===== config.mk =====
export PLATFORM = sky130hd
export DESIGN_NAME = absolute_encoder_position_port
export DESIGN_NICKNAME = d
export VERILOG_FILES = /design/src/core/enc_port_pkg.sv /design/src/core/absolute_encoder_position_port.sv
export SDC_FILE = /design/constraint.sdc
export NUM_CORES = 1
export LEC_CHECK = 0
export BUFFER_PORTS_ARGS = -buffer_cell sky130_fd_sc_hd__buf_2
export CAP_MARGIN = 5
export CORE_MARGIN = 5
export CORE_UTILIZATION = 47
export DETAILED_ROUTE_END_ITERATION = 6
export GPL_TIMING_DRIVEN = 0
export PLACE_DENSITY_LB_ADDON = 0.2
export SLEW_MARGIN = 30
export SYNTH_ARGS = -nofsm -noshare
export SYNTH_HDL_FRONTEND = slang
export SYNTH_SLANG_ARGS = --single-unit

===== constraint.sdc =====
create_clock -name core_clk -period 4.8 [get_ports core_clk]
set_input_delay 0.96 -clock core_clk [delete_from_list [all_inputs] [get_ports core_clk]]
set_output_delay 0.96 -clock core_clk [all_outputs]
set_load 0.02 [all_outputs]

===== src/core/enc_port_pkg.sv =====
// Shared constants and types for the encoder position readout port.
// Assumes a 100 MHz core clock and a link clock well below 10 MHz.
package enc_port_pkg;

   // ****************************************
   // Clock rate and link timing
   // ****************************************
   localparam int CLK_PERIOD_NS = 10;      // Core clock period in ns.
   localparam int TOUT_SSI_NS = 7000;      // Synchronous serial timeout.
   localparam int TOUT_BISS_NS = 18000;    // BiSS timeout, delay comp.
   localparam int BUSY_NS = 7500;          // BiSS busy time, typical.
   // Longest times round down, least times round up.
   localparam int TOUT_SSI_CYC = TOUT_SSI_NS / CLK_PERIOD_NS;
   localparam int TOUT_BISS_CYC = TOUT_BISS_NS / CLK_PERIOD_NS;
   localparam int BUSY_CYC = (BUSY_NS + CLK_PERIOD_NS - 1) / CLK_PERIOD_NS;
   localparam int CNT_W = 11;              // Wide enough for every count.
   localparam int EDGE_LAT_CYC = 4;        // Pin edge to load, plus flop.

   // ****************************************
   // Frame layout
   // ****************************************
   localparam int TURN_W = 16;             // Multiturn count width.
   localparam int ANGLE_W = 17;            // Singleturn angle width.
   localparam int LEAD_ZEROS = 8;          // Leading zeros, serial mode.
   localparam int CRC_W = 6;               // BiSS CRC width.
   localparam int FRAME_W = 43;            // Longest frame, BiSS.
   localparam int SSI_BITS = LEAD_ZEROS + TURN_W + ANGLE_W;
   localparam int BISS_BITS = 2 + TURN_W + ANGLE_W + 2 + CRC_W;
   localparam int DATA_W = TURN_W + ANGLE_W + 2;   // Bits under the CRC.
   localparam logic [5:0] CRC_POLY = 6'h03; // x^6 + x + 1, top bit implied.
   localparam logic [5:0] SSI_PAD = 6'h00;  // Fill below a serial frame.
   localparam logic [1:0] START_CDS = 2'h2; // Start bit one, slot bit zero.

   // Factory protocol choice.
   typedef enum logic {PROTO_SSI, PROTO_BISS} proto_t;

   // One position sample.
   typedef struct packed {
      logic [TURN_W-1:0] turns;            // Revolution count.
      logic [ANGLE_W-1:0] angle;           // Aligned angle.
   } pos_t;

endpackage : enc_port_pkg


===== src/core/absolute_encoder_position_port.sv =====
// Serial position readout port of an absolute multiturn encoder.
// Assumes the sensing logic delivers turns and raw angle on core_clk and
// that the link clock and protocol strap arrive from outside the domain.
`timescale 1ns/100ps

// Function
// RL1 - Report 16-bit turns and 17-bit angle.
// RL2 - Turn count spans all 65536 revolutions.
// RL3 - Master clocks within the mode's frequency band.
// RL4 - BiSS timeout never exceeds 18 us.
// RL5 - Angle increases with clockwise shaft rotation.
// RL6 - Angle zero equals commutation zero point.
// RL7 - Angle passes zero once per revolution.
// RL8 - Serial frame: eight zeros, turns, angle.
// RL9 - BiSS frame: header, turns, angle, flags, CRC.
// RL10 - Master waits beyond timeout before next read.
// RL11 - Master allows 50 us per serial read.
// RL12 - Sample captured at frame start, held throughout.
module absolute_encoder_position_port (
   input wire logic core_clk,                        // Core clock, 100 MHz.
   input wire logic rst_n,                           // Async reset, low.
   input wire logic linkClk,                         // Clock from master.
   input wire logic protoBiss,                       // Strap, high for BiSS.
   input wire logic [enc_port_pkg::TURN_W-1:0] turnCount,  // Turns.
   input wire logic [enc_port_pkg::ANGLE_W-1:0] rawAngle,  // Raw, CW up.
   input wire logic [enc_port_pkg::ANGLE_W-1:0] zeroOffset, // Zero point.
   input wire logic errorFlag,                       // Error bit value.
   input wire logic warnFlag,                        // Warning bit value.
   output logic linkData,                            // Serial data line.
   output logic linkReady                            // High when idle.
);
   import enc_port_pkg::*;

   // ****************************************
   // Reset release and input synchronisers
   // ****************************************
   logic [1:0] rstSync;       // Reset release chain.
   logic rstSyncN;            // Synchronised reset used by the design.
   logic [1:0] clkSync;       // Link clock chain, bit 0 is the first stage.
   logic clkPrev;             // Delayed synchronised link clock.
   logic [1:0] strapSync;     // Protocol strap chain.
   logic strapTaken;          // Strap has been latched.
   proto_t proto;             // Latched protocol.
   logic riseEv;              // Link clock rising edge.
   logic fallEv;              // Link clock falling edge.

   // Reset is asserted at once and released through two flip-flops.
   always_ff @(posedge core_clk or negedge rst_n) begin
      if (!rst_n) begin
         rstSync <= 2'h0;
      end else begin
         rstSync <= {rstSync[0], 1'b1};
      end
   end
   assign rstSyncN = rstSync[1];

   // Only the second stage and later feed any logic.
   always_ff @(posedge core_clk or negedge rstSyncN) begin
      if (!rstSyncN) begin
         clkSync <= 2'h3;
         clkPrev <= 1'b1;
      end else begin
         clkSync <= {clkSync[0], linkClk};
         clkPrev <= clkSync[1];
      end
   end

   // The strap chain has no reset, so it already holds the strap level
   // when the reset lifts and the latch below takes it.
   always_ff @(posedge core_clk) begin
      strapSync <= {strapSync[0], protoBiss};
   end
   assign riseEv = clkSync[1] && !clkPrev;
   assign fallEv = !clkSync[1] && clkPrev;

   // The strap is caught once, after the release, and then held.
   always_ff @(posedge core_clk or negedge rstSyncN) begin
      if (!rstSyncN) begin
         strapTaken <= 1'b0;
         proto <= PROTO_SSI;
      end else if (!strapTaken) begin
         strapTaken <= 1'b1;
         proto <= strapSync[1] ? PROTO_BISS : PROTO_SSI;
      end
   end

   // ****************************************
   // Angle alignment
   // ****************************************
   logic [ANGLE_W-1:0] alignedAngle;       // Angle relative to zero point.
   logic [ANGLE_W-1:0] next_alignedAngle;  // Next aligned angle.

   // Subtracting the factory zero keeps the raw counting sense, so the
   // value still rises clockwise and wraps once per turn.
   always_comb begin
      next_alignedAngle = rawAngle - zeroOffset; // RL5 RL6 RL7
   end

   // Registers the aligned angle.
   always_ff @(posedge core_clk or negedge rstSyncN) begin
      if (!rstSyncN) begin
         alignedAngle <= '0;
      end else begin
         alignedAngle <= next_alignedAngle;
      end
   end

   // ****************************************
   // CRC over turns, angle and flags
   // ****************************************
   // Serial CRC, MSB first, zero seed; the line carries its inverse.
   function automatic logic [CRC_W-1:0] crc6(input logic [DATA_W-1:0] d);
      logic [CRC_W-1:0] c;
      logic fb;
      c = '0;
      for (int i = DATA_W - 1; i >= 0; i--) begin
         fb = c[CRC_W-1] ^ d[i];
         c = {c[CRC_W-2:0], 1'b0} ^ (fb ? CRC_POLY : 6'h00);
      end
      return c;
   endfunction : crc6

   // ****************************************
   // Frame sequencer
   // ****************************************
   typedef enum logic [1:0] {ST_IDLE, ST_BUSY, ST_SHIFT, ST_TAIL} state_t;
   state_t state;                 // Sequencer state.
   state_t next_state;            // Next state.
   pos_t snap;                    // Position held for the frame.
   pos_t next_snap;               // Next held position.
   logic [FRAME_W-1:0] frame;     // Outgoing bits, MSB goes first.
   logic [FRAME_W-1:0] next_frame;
   logic [5:0] bitsLeft;          // Bits still to send.
   logic [5:0] next_bitsLeft;
   logic [CNT_W-1:0] busyCnt;     // BiSS busy countdown.
   logic [CNT_W-1:0] next_busyCnt;
   logic [CNT_W-1:0] toutCnt;     // Timeout since last link edge.
   logic [CNT_W-1:0] next_toutCnt;
   logic next_linkData;           // Next data line level.
   logic next_linkReady;          // Next ready level.
   logic capture;                 // Frame start seen.
   logic [CNT_W-1:0] toutLoad;    // Timeout for the latched protocol.
   logic [DATA_W-1:0] crcData;    // Bits covered by the CRC.

   assign capture = (state == ST_IDLE) && fallEv && strapTaken;
   // The load leaves room for edge detection and the output flop, so the
   // line is freed within the limit counted from the pin edge.
   assign toutLoad = (proto == PROTO_BISS)
      ? CNT_W'(TOUT_BISS_CYC - EDGE_LAT_CYC)
      : CNT_W'(TOUT_SSI_CYC - EDGE_LAT_CYC); // RL4
   assign crcData = {turnCount, alignedAngle, errorFlag, warnFlag};

   // Computes the next state of the whole frame sequencer.
   always_comb begin
      next_state = state;
      next_snap = snap;
      next_frame = frame;
      next_bitsLeft = bitsLeft;
      next_busyCnt = (busyCnt != '0) ? busyCnt - CNT_W'(1) : busyCnt;
      next_linkData = linkData;
      // Any link edge restarts the timeout; it runs down otherwise.
      if (riseEv || fallEv) begin
         next_toutCnt = toutLoad;
      end else if (toutCnt != '0) begin
         next_toutCnt = toutCnt - CNT_W'(1);
      end else begin
         next_toutCnt = toutCnt;
      end
      unique case (state)
         ST_IDLE: begin
            next_linkData = 1'b1;
            if (capture) begin
               // One sample per frame, taken at its first edge.
               next_snap = {turnCount, alignedAngle}; // RL1 RL2 RL12
               if (proto == PROTO_BISS) begin
                  next_frame = {START_CDS, crcData,
                     ~crc6(crcData)}; // RL9
                  next_bitsLeft = 6'(BISS_BITS);
                  next_busyCnt = CNT_W'(BUSY_CYC);
                  next_state = ST_BUSY;
               end else begin
                  next_frame = {8'h00, turnCount, alignedAngle,
                     SSI_PAD[1:0]}; // RL8
                  next_bitsLeft = 6'(SSI_BITS);
                  next_state = ST_SHIFT;
               end
            end
         end
         ST_BUSY: begin
            // Acknowledge and busy hold the line low.
            if (riseEv) begin
               next_linkData = 1'b0;
               if (busyCnt == '0) begin
                  next_state = ST_SHIFT;
               end
            end
         end
         ST_SHIFT: begin
            // Each rising link edge presents the next bit.
            if (riseEv) begin
               if (bitsLeft == '0) begin
                  next_linkData = 1'b0;
                  next_state = ST_TAIL;
               end else begin
                  next_linkData = frame[FRAME_W-1];
                  next_frame = {frame[FRAME_W-2:0], 1'b0};
                  next_bitsLeft = bitsLeft - 6'h01;
               end
            end
         end
         ST_TAIL: begin
            next_linkData = 1'b0;
         end
      endcase
      // A silent link for the timeout ends any frame and frees the line.
      if (state != ST_IDLE && toutCnt == '0 && !riseEv && !fallEv) begin
         next_state = ST_IDLE; // RL4
         next_linkData = 1'b1;
      end
      next_linkReady = (next_state == ST_IDLE);
   end

   // Registers the frame sequencer.
   always_ff @(posedge core_clk or negedge rstSyncN) begin
      if (!rstSyncN) begin
         state <= ST_IDLE;
         snap <= '0;
         frame <= '0;
         bitsLeft <= 6'h00;
         busyCnt <= '0;
         toutCnt <= '0;
         linkData <= 1'b1;
         linkReady <= 1'b0;
      end else begin
         state <= next_state;
         snap <= next_snap;
         frame <= next_frame;
         bitsLeft <= next_bitsLeft;
         busyCnt <= next_busyCnt;
         toutCnt <= next_toutCnt;
         linkData <= next_linkData;
         linkReady <= next_linkReady;
      end
   end
endmodule : absolute_encoder_position_port


==> flow_metrics.tcl, run 1 <==
set metrics [dict create \
    ctsRootBufferMaster "clkbuf_16" \
    rows 41 \
    synthCells 637 \
    finClkSkew_ns 0.006807 \
    numCtsBuffers 9 \
    r2r_cells 10 \
    reg2reg_from "clkSync[1]$_DFF_PN1_" \
    crit_path_top_delay_cell "fa_1" \
    synth_edf_count 0 \
    yosysWarningCount 0 \
    finalSetupTns_ns 0 \
    layout.nets 785 \
    vias_per_cell 5.230 \
    routedWlPerCell_um 14.65 \
    area_delta_synth_final_pct 14.37 \
    die_y_um 123.5 \
    synth.area.top_cells "dfrtp_1 39%, xnor2_1 6.7%, a21oi_1 5.0%" \
    min_from "strapSync[0]$_DFF_P_" \
    multi_input_area_mm2 0.003302 \
    total_leakage_power_uw 0.003197 \
    track_usage 0.1809 \
    finalCriticalPeriod_ns 2.920 \
    drc 0 \
    reg2reg_slack_ns 1.97 \
    crit_chain "buf_2, inv_1, ha_1, fa_1, nor2b_1, o21a_1, o21ai_0, a21o_1, a32oi_1, a221o_1, a21oi_1, xnor2_1" \
    synth-seq-cells 101 \
    seq_area_mm2 0.002526 \
    yosysTopAreaCell "dfrtp_1" \
    grt_max_degree 51 \
    die_area_mm2 0.01524 \
    fmax_ghz 0.3424 \
    maxCapViolCount 0 \
    status "complete, no violations" \
    min_path_cells 0 \
    ys_types 51 \
    path_clk_slew_ns 0.07 \
    finalSetupViolations 0 \
    core-area_mm2 0.01262 \
    worstReg2RegEnd "frame[14]$_DFFE_PN0P_" \
    n_antenna_cell 0 \
    cp_max_fo 3 \
    crit_arrival_ns 3.15 \
    cts_setup_buffers 0 \
    grt_pass1_wl_um 22070 \
    cts_tree "built" \
    crit_start "rawAngle[0]" \
    period_share 0.6084 \
    clk-insertion-delay-late_ns 0.34 \
    gp_congestion 0.8063 \
    drt-total-wl_um 12950 \
    worstMarginPinSlew_ns 0.7563 \
    hold_path.class "reg -> reg" \
    maxSlewViolCount 0 \
    rsz0062_at_grt "no" \
    drt-initial-drc-count 412 \
    fill_cells 1152 \
    maxSlewHeadroom 0.4958 \
    ioPinCount 58 \
    finalHoldViolCount 0 \
    cts_sinks 101 \
    whs_endpoint "strapSync[1]$_DFF_P_" \
    dr.pass1.iters 4 \
    post_cts_resized 0 \
    final_cells 884 \
    drive_gt1_frac 0.1376 \
    antenna_found_initial 1 \
    dp.cells 868 \
    yosys.area.top_type_share 0.3930 \
    numPortBuffers 57 \
    grt_overflow 0 \
    hpwl_um 9772 \
    h-tree-depth 3 \
    irDropWorstVdd_v 0.0002310 \
    max_stage_delay_ns 0.40 \
    synth_area_mm2 0.006050 \
    avgSynthCellArea_um2 9.497 \
    synth_ff_type "dfrtp_1" \
    critPathRequiredTime_ns 5.03 \
    worst_setup_path_start_kind "input pin" \
    postCtsHoldBufs 0 \
    ys_seq_area_frac 0.4170 \
    end_kind "flop" \
    cts_buffer_depth 2 \
    antenna_left 0 \
    power.density_mw_per_mm2 543.3 \
    die_x_um 123.5 \
    async_flop_share 0.9802 \
    initial_core_util 0.4794 \
    grt_pass1_vias 4783 \
    route.vias.total 4623 \
    worstSetupPathType "in -> reg" \
]
Yosys cell counts (4+ instances only):
cell type   n
and3_1      9
a21oi_1    60
a21o_1      5
xnor3_1     6
or3_1       7
nor4_1      6
a31oi_1     4
nand2_1    69
nand3_1    11
xor2_1     23
dfrtp_1    95
clkbuf_1   22
o211ai_1    4
xnor2_1    46
xnor2_2     8
nor2b_1     4
ha_1       21
a31o_2      4
buf_1       6
mux2i_1    30
inv_1      33
o21a_1      7
nor3_1     11
nor2_1     52
o21ai_0    48
nand2b_1    7
dfstp_2     4
through the flow:
step	setup WS (ns)	utilization	power, uW	instance area (um2)	hold WS [ns]
finish	1.880	0.5483	3759	6919	0.3281
floorplan	1.845	-	2612	6053	0.3096
detailed placement	1.541	0.5218	2973	6585	0.3121
CTS	1.901	0.5483	3786	6919	0.3285
global route	1.650	0.5483	4035	6919	0.3338
global placement	0.8390	0.5193	2902	6554	0.3130
layout make-up:
cell class / instances / share of cell area
Multi-Input combinational cell: 476 / 0.4772
Sequential cell: 101 / 0.3651
Timing Repair Buffer: 58 / 0.04521
Clock buffer: 11 / 0.03653
Tap cell: 172 / 0.03110
Inverter: 33 / 0.01790
Buffer: 28 / 0.01519
Clock inverter: 5 / 0.01175
critical path: cells and delay by family:
| family | cells | cell delay [ns] |
|---|---|---|
| compound gates | 6 | 1.16 |
| buf+inv | 2 | 0.12 |
| xor+xnor | 1 | 0.13 |
| fa+ha+maj | 2 | 0.62 |
| simple gates | 1 | 0.15 |
cells by family after synthesis:
kind of cell               Yosys count  share of synthesized area
xor gates and xnor gates            89                     0.1673
muxes                               31                    0.05150
other                                1                  0.0006199
buffers and inverters               61                    0.03785
and+or+nand+nor                    187                     0.1411
adders and majority gates           22                    0.04674
DFF                                101                     0.4170
AOI/OAI and AO/OA                  145                     0.1380
registers in the layout, indices dropped and copies added, names as in the netlist, 2 cells and up:
name,flops
rstSync,2
strapSync,2
bitsLeft,6
busyCnt,11
state,2
alignedAngle,17
clkSync,2
frame,43
toutCnt,11
power by group:
part | switching [uW] | internal [uW]
combinational | 863 | 739
clock | 319 | 486
sequential | 217 | 1130
total | 1400 | 2360
how the worst max path moves through the flow:
stage	to	slack (ns)	cells past startpoint
5_1_grt	alignedAngle[16]$_DFF_PN0_	1.65	12
3_5_place_dp	alignedAngle[15]$_DFF_PN0_	1.54	11
2_1_floorplan	alignedAngle[0]$_DFF_PN0_	1.85	0
3_3_place_gp	frame[28]$_DFFE_PN0P_	0.84	0
6_report	alignedAngle[16]$_DFF_PN0_	1.88	12
4_1_cts	alignedAngle[15]$_DFF_PN0_	1.90	11
layout by cell type, fill, tap and decap left out, types with 11 or more instances in the layout:
cell type | Yosys | final
dfrtp_1 | 95 | 94
buf_2 | 0 | 57
inv_1 | 33 | 33
nand2_1 | 69 | 69
nand3_1 | 11 | 11
nor3_1 | 11 | 11
o21ai_0 | 48 | 48
xor2_1 | 23 | 23
ha_1 | 21 | 21
nor2_1 | 52 | 52
a21oi_1 | 60 | 60
clkbuf_1 | 22 | 22
xnor2_1 | 46 | 46
mux2i_1 | 30 | 30
metal layers:
metal	wire length [um]	vias to the layer above	global-route usage
li1	-	2314	-
met1	5792	2202	0.2338
met2	6485	85	0.3123
met3	462	20	0.02882
met4	205	2	0.05536
met5	7	-	0
Power figures use the tool's default switching activity.
==> run 2, diff against run 1 <==
- ABC_AREA: not set -> 1
- clock period: 4.8 -> 3.1 ns (I/O delays scaled with it)
==> flow_metrics.tcl, run 2 <==
set metrics [dict create \
    total_leakage_power_uw 0.003775 \
    ys_types 43 \
    crit_chain "buf_2, inv_1, ha_1, fa_1, inv_1, a31oi_1, o221ai_1, a21oi_1, o21ai_0, a21oi_1, o21ai_0, nand3_1, o21ai_0, xnor2_1" \
    die_area_mm2 0.01625 \
    yosysWarningCount 0 \
    grt_pass1_vias 5651 \
    switching_share 0.4071 \
    p_switching_uw 2233 \
    internal-power_uw 3253 \
    fmax_ghz 0.3605 \
    grt_max_degree 39 \
    cts_buffer_depth 2 \
    area_delta_synth_final_pct 13.06 \
    seq_area_mm2 0.002526 \
    synth-seq-cells 101 \
    yosys.area.top_type_share 0.3666 \
    dr.pass1.iters 5 \
    reg2reg_slack_ns 0.50 \
    finalHoldViolCount 0 \
    synth_ff_type "dfrtp_1" \
    avgSynthCellArea_um2 7.158 \
    n_antenna_cell 0 \
    vias_per_cell 5.165 \
    h-tree-depth 3 \
    worst_setup_path_start_kind "input pin" \
    postCtsHoldBufs 0 \
    cts_sinks 101 \
    layout.nets 1054 \
    power.density_mw_per_mm2 748.2 \
    ctsRootBufferMaster "clkbuf_16" \
    synth.area.top_cells "dfrtp_1 37%, nand2_1 14%, inv_1 7.3%" \
    drive_gt1_frac 0.1244 \
    ioPinCount 58 \
    clk-insertion-delay-late_ns 0.36 \
    path_clk_slew_ns 0.07 \
    synthCells 906 \
    placement.cell_area_mm2 0.007043 \
    die_x_um 127.5 \
    gp_congestion 0.8635 \
    post_cts_resized 0 \
    async_flop_share 0.9802 \
    yosysTopAreaCell "dfrtp_1" \
    cp_max_fo 3 \
    antenna_found_initial 0 \
    synth_area_mm2 0.006485 \
    irDropWorstVdd_v 0.0003217 \
    end_kind "flop" \
    route.vias.total 5997 \
    combPwrFrac 0.414 \
    finalSetupViolations 0 \
    worstMarginPinSlew_ns 0.5759 \
    status "complete, no violations" \
    drt-total-wl_um 15400 \
    rows 43 \
    final_cell_mix "247 x nand2_1, 126 x inv_1, 94 x dfrtp_1" \
    die_y_um 127.5 \
    drt-initial-drc-count 361 \
    numCtsBuffers 9 \
    top_register "frame" \
    maxSlewHeadroom 0.6146 \
    rsz0062_at_grt "no" \
    maxCapViolCount 0 \
    grt_pass1_wl_um 26360 \
    critPathRequiredTime_ns 3.38 \
    synth_edf_count 0 \
    track_usage 0.1993 \
    hpwl_um 12070 \
    cpMostUsedCell "o21ai_0" \
    hold_path.class "in -> async" \
    pwr-share-clk 0.207 \
    numPortBuffers 57 \
    drc 0 \
    crit_path_top_delay_cell "fa_1" \
    reg_top3 "frame (43), alignedAngle (17)" \
    fill_cells 1377 \
    ys_seq_area_frac 0.3890 \
    routedWlPerCell_um 13.26 \
    pwr-share-seq 0.379 \
    antenna_left 0 \
    period_share 0.8948 \
    grt_overflow 0 \
    max_stage_delay_ns 0.40 \
    crit_arrival_ns 3.05 \
    ys_top_cells_by_count "247 x nand2_1, 126 x inv_1, 95 x dfrtp_1" \
    initial_core_util 0.4727 \
    finalCriticalPeriod_ns 2.774 \
    worstSetupPathType "in -> reg" \
    multi_input_area_mm2 0.003353 \
    holdWs_ns 0.03796 \
    maxSlewViolCount 0 \
    cts_tree "built" \
    finClkSkew_ns 0.01213 \
    largest_register_ffs 43 \
    yosysMostFrequentCell "nand2_1" \
    fin_area_mm2 0.007332 \
    core-area_mm2 0.01372 \
    cts_setup_buffers 0 \
    final_common_cell "nand2_1" \
]
-- run 2: cell types whose count changed after synthesis, moves of 9 or more --
cell | before | now
inv_2 | 0 | 11
nand2_2 | 0 | 23
xnor2_1 | 46 | 7
nand2_1 | 69 | 247
o21ai_0 | 48 | 83
o211ai_1 | 4 | 36
a21oi_1 | 60 | 31
nand3_1 | 11 | 77
mux2i_1 | 30 | 0
and3_1 | 9 | 0
inv_1 | 33 | 126
-- run 2: path summary, 6_finish.rpt --
path | endpoint | cells after the start | from
min in group core_clk | strapSync[1]$_DFF_P_ | 0 | strapSync[0]$_DFF_P_
worst max register to register | frame[2]$_DFFE_PN0P_ | 11 | clkSync[1]$_DFF_PN1_
worst min register to register | frame[36]$_DFFE_PN0P_ | 0 | rstSync[1]$_DFF_PN0_
max in group asynchronous | clkSync[0]$_DFF_PN1_ | 1 | rstSync[1]$_DFF_PN0_
worst max-delay path | alignedAngle[16]$_DFF_PN0_ | 14 | rawAngle[0]
worst min-delay path | rstSync[1]$_DFF_PN0_ | 1 | rst_n
-- run 2: final cells by class --
class                      count  share of cell area
clock buffer                  11             0.03174
timing repair buffer          59             0.04437
buffer                        22             0.01143
multi-input combinational    643              0.4573
sequential                   101              0.3445
inverter                     140             0.07167
tap                          180             0.03072
clock inverter                 5            0.008191
-- run 2: kinds of logic (layout without fill, tap and decap cells) --
family	count (synthesis)	after routing	share of synthesized area
simple gates	412	412	0.2715
buf+inv	163	237	0.09454
fa+ha+maj	22	22	0.04360
xor+xnor	27	27	0.03762
compound gates	180	180	0.1632
other cells	1	2	0.0005783
flops	101	101	0.3890
-- run 2: per-layer routing --
layer  vias to the layer above  track usage  wire length [um]
met4                         0      0.06751               298
met5                         -            0                 0
met1                      2783       0.2648              7201
met2                       103       0.3230              7311
met3                        24      0.04348               589
li1                       3087            -                 -
-- run 2: power groups by stage --
| stage | Clock (uW) | Combinational [uW] | Sequential [uW] |
|---|---|---|---|
| floorplan | 0 | 1760 | 2040 |
| global placement | 0 | 2200 | 2110 |
| detailed placement | 0 | 2270 | 2090 |
| CTS | 1170 | 2290 | 2080 |
| global route | 1220 | 2640 | 2140 |
| finish | 1140 | 2270 | 2080 |
-- run 2: through the flow --
step | std cells | setup TNS (ns) | util | worst slack, ns | power [uW]
floorplan | 907 | 0 | - | 0.1451 | 3797
global placement | 1144 | -97.62 | 0.5102 | -1.056 | 4314
finish | 1161 | 0 | 0.5344 | 0.3263 | 5486
CTS | 1162 | 0 | 0.5347 | 0.2904 | 5533
global route | 1161 | 0 | 0.5344 | 0.07007 | 6000
detailed placement | 1146 | -0.07427 | 0.5134 | -0.07427 | 4366
-- run 2: critical path, delay by kind of cell --
family / cells / cell delay, ns
compound gates: 7 / 1.37
fa+ha+maj: 2 / 0.61
buf+inv: 3 / 0.17
simple gates: 1 / 0.14
xor+xnor: 1 / 0.14
==> run 3, diff against run 2 <==
--- a/config.mk
+++ b/config.mk
@@ -15,2 +15,3 @@
 export PLACE_DENSITY_LB_ADDON = 0.2
+export RECOVER_POWER = 25
 export SLEW_MARGIN = 30
==> constraint.sdc (replaced) <==
create_clock -name core_clk -period 3.1 [get_ports core_clk]
set_input_delay 0.155 -clock core_clk [delete_from_list [all_inputs] [get_ports core_clk]]
set_output_delay 0.155 -clock core_clk [all_outputs]
set_load 0.02 [all_outputs]
==> flow_metrics.tcl, run 3 (same netlist as run 2, synthesis figures left out) <==
set metrics [dict create \
    max_stage_delay_ns 0.56 \
    cpMostUsedCell "inv_1" \
    track_usage 0.1997 \
    route.vias.total 6012 \
    cts_sinks 101 \
    critPathRequiredTime_ns 3.36 \
    irDropWorstVdd_v 0.0003224 \
    cts_buffer_depth 2 \
    hpwl_um 12070 \
    area_delta_synth_final_pct 13.33 \
    crit_chain "inv_1, ha_1, nand3_1, o21ai_0, nand2_1, inv_1, clkbuf_1, nand3_1, o21ai_0, inv_1, nand2_1" \
    die_x_um 127.5 \
    crit_family "simple AND/OR/NAND/NOR gates" \
    drc 0 \
    period_share 0.8506 \
    holdWs_ns 0.04862 \
    finalSetupTns_ns 0 \
    dr.pass1.iters 5 \
    dp.cells 1146 \
    path_clk_slew_ns 0.07 \
    rows 43 \
    die_y_um 127.5 \
    n_antenna_cell 0 \
    crit_arrival_ns 2.89 \
    worstMarginPinSlew_ns 1.371 \
    fmax_ghz 0.3792 \
    reg_top3 "frame (43), alignedAngle (17)" \
    initial_core_util 0.4727 \
    worstSetupPathType "reg -> reg" \
    maxSlewViolCount 0 \
    numCtsBuffers 9 \
    final_cell_mix "247 x nand2_1, 126 x inv_1, 95 x dfrtp_1" \
    h-tree-depth 3 \
    worst_setup_path_start_kind "flop" \
    layout.nets 1057 \
    ctsRootBufferMaster "clkbuf_16" \
    finalCriticalPeriod_ns 2.637 \
    finClkSkew_ns 0.01247 \
    antenna_found_initial 0 \
    cts_setup_buffers 0 \
    maxSlewHeadroom 0.08616 \
    end_kind "flop" \
    power.density_mw_per_mm2 746.5 \
    grt_pass1_vias 5671 \
    crit_path_top_delay_cell "dfstp_1" \
    largest_register_ffs 43 \
    drt-initial-drc-count 358 \
    die_area_mm2 0.01625 \
    clk-insertion-delay-late_ns 0.36 \
    total_leakage_power_uw 0.003789 \
    final_common_cell "nand2_1" \
    antenna_left 0 \
    hold_path.class "in -> reg" \
    routedWlPerCell_um 13.26 \
    numPortBuffers 57 \
    status "complete, no violations" \
    vias_per_cell 5.165 \
    final_cells 1164 \
    grt_pass1_wl_um 26430 \
    grt_overflow 0 \
    top_register "frame" \
    cp_max_fo 15 \
    finalHoldViolCount 0 \
    maxCapViolCount 0 \
    ioPinCount 58 \
    grt_max_degree 39 \
    finalSetupViolations 0 \
    cts_tree "built" \
    drt-total-wl_um 15440 \
    core-area_mm2 0.01372 \
    drive_gt1_frac 0.1199 \
    rsz0062_at_grt "no" \
    gp_congestion 0.8635 \
    path_buf_inv 4 \
]
run 3: final cells by class:
type | instances | area, um2
well taps | 180 | 225.2
repair buffers | 62 | 346.6
multi-input cells | 643 | 3353
inverters | 140 | 525.5
plain buffers | 22 | 83.83
flip-flops and latches | 101 | 2522
fillers | 1377 | 6370
clock inverters | 5 | 60.06
clock buffers | 11 | 232.7
run 3: worst paths after layout:
path                                            from                    endpoint  slack (ns)  depth (start not counted)
worst max-delay path            clkSync[1]$_DFF_PN1_        frame[2]$_DFFE_PN0P_        0.46                         11
worst min-delay path                   zeroOffset[0]   alignedAngle[0]$_DFF_PN0_        0.05                          3
worst max register to register  clkSync[1]$_DFF_PN1_        frame[2]$_DFFE_PN0P_        0.46                         11
worst min register to register  strapSync[0]$_DFF_P_        strapSync[1]$_DFF_P_        0.33                          0
max in group asynchronous       rstSync[1]$_DFF_PN0_  alignedAngle[12]$_DFF_PN0_        0.64                          1
min in group asynchronous                      rst_n        rstSync[0]$_DFF_PN0_        0.11                          2
run 3: per-layer routing:
metal / track usage / routed length (um)
met1: 0.2650 / 7137
met2: 0.3242 / 7331
met3: 0.04348 / 675
met4: 0.06751 / 292
met5: 0 / 0
run 3: worst register-to-register path: cells and delay by family (launching register included):
kind / cells / cell delay, ns
and+or+nand+nor: 4 / 0.96
AOI/OAI and AO/OA: 2 / 0.23
adders and majority gates: 1 / 0.22
DFF: 1 / 0.56
buffers and inverters: 4 / 0.58
run 3: timing repair:
action,in CTS,in global routing
endpoints found under the hold margin,4,0
setup endpoints to repair,0,1
hold buffers,3,0
resized for setup,0,0
run 3: report_power, final:
group / leakage (uW) / internal (uW) / switching [uW] / total, uW
Clock: 0.000140 / 630 / 508 / 1140
Sequential: 0.00120 / 1780 / 297 / 2080
Combinational: 0.00245 / 842 / 1430 / 2270
run 3: through the flow:
step                      cell area [um2]  utilization  setup slack, ns  power (uW)
after floorplan                      6489            -           0.1451        3797
after global placement               6999       0.5102           -1.056        4314
after detailed placement             7043       0.5134           0.3563        4366
after CTS                            7366       0.5369           0.3161        5535
after global routing                 7350       0.5357          0.06350        6000
final                                7350       0.5357           0.4632        5486
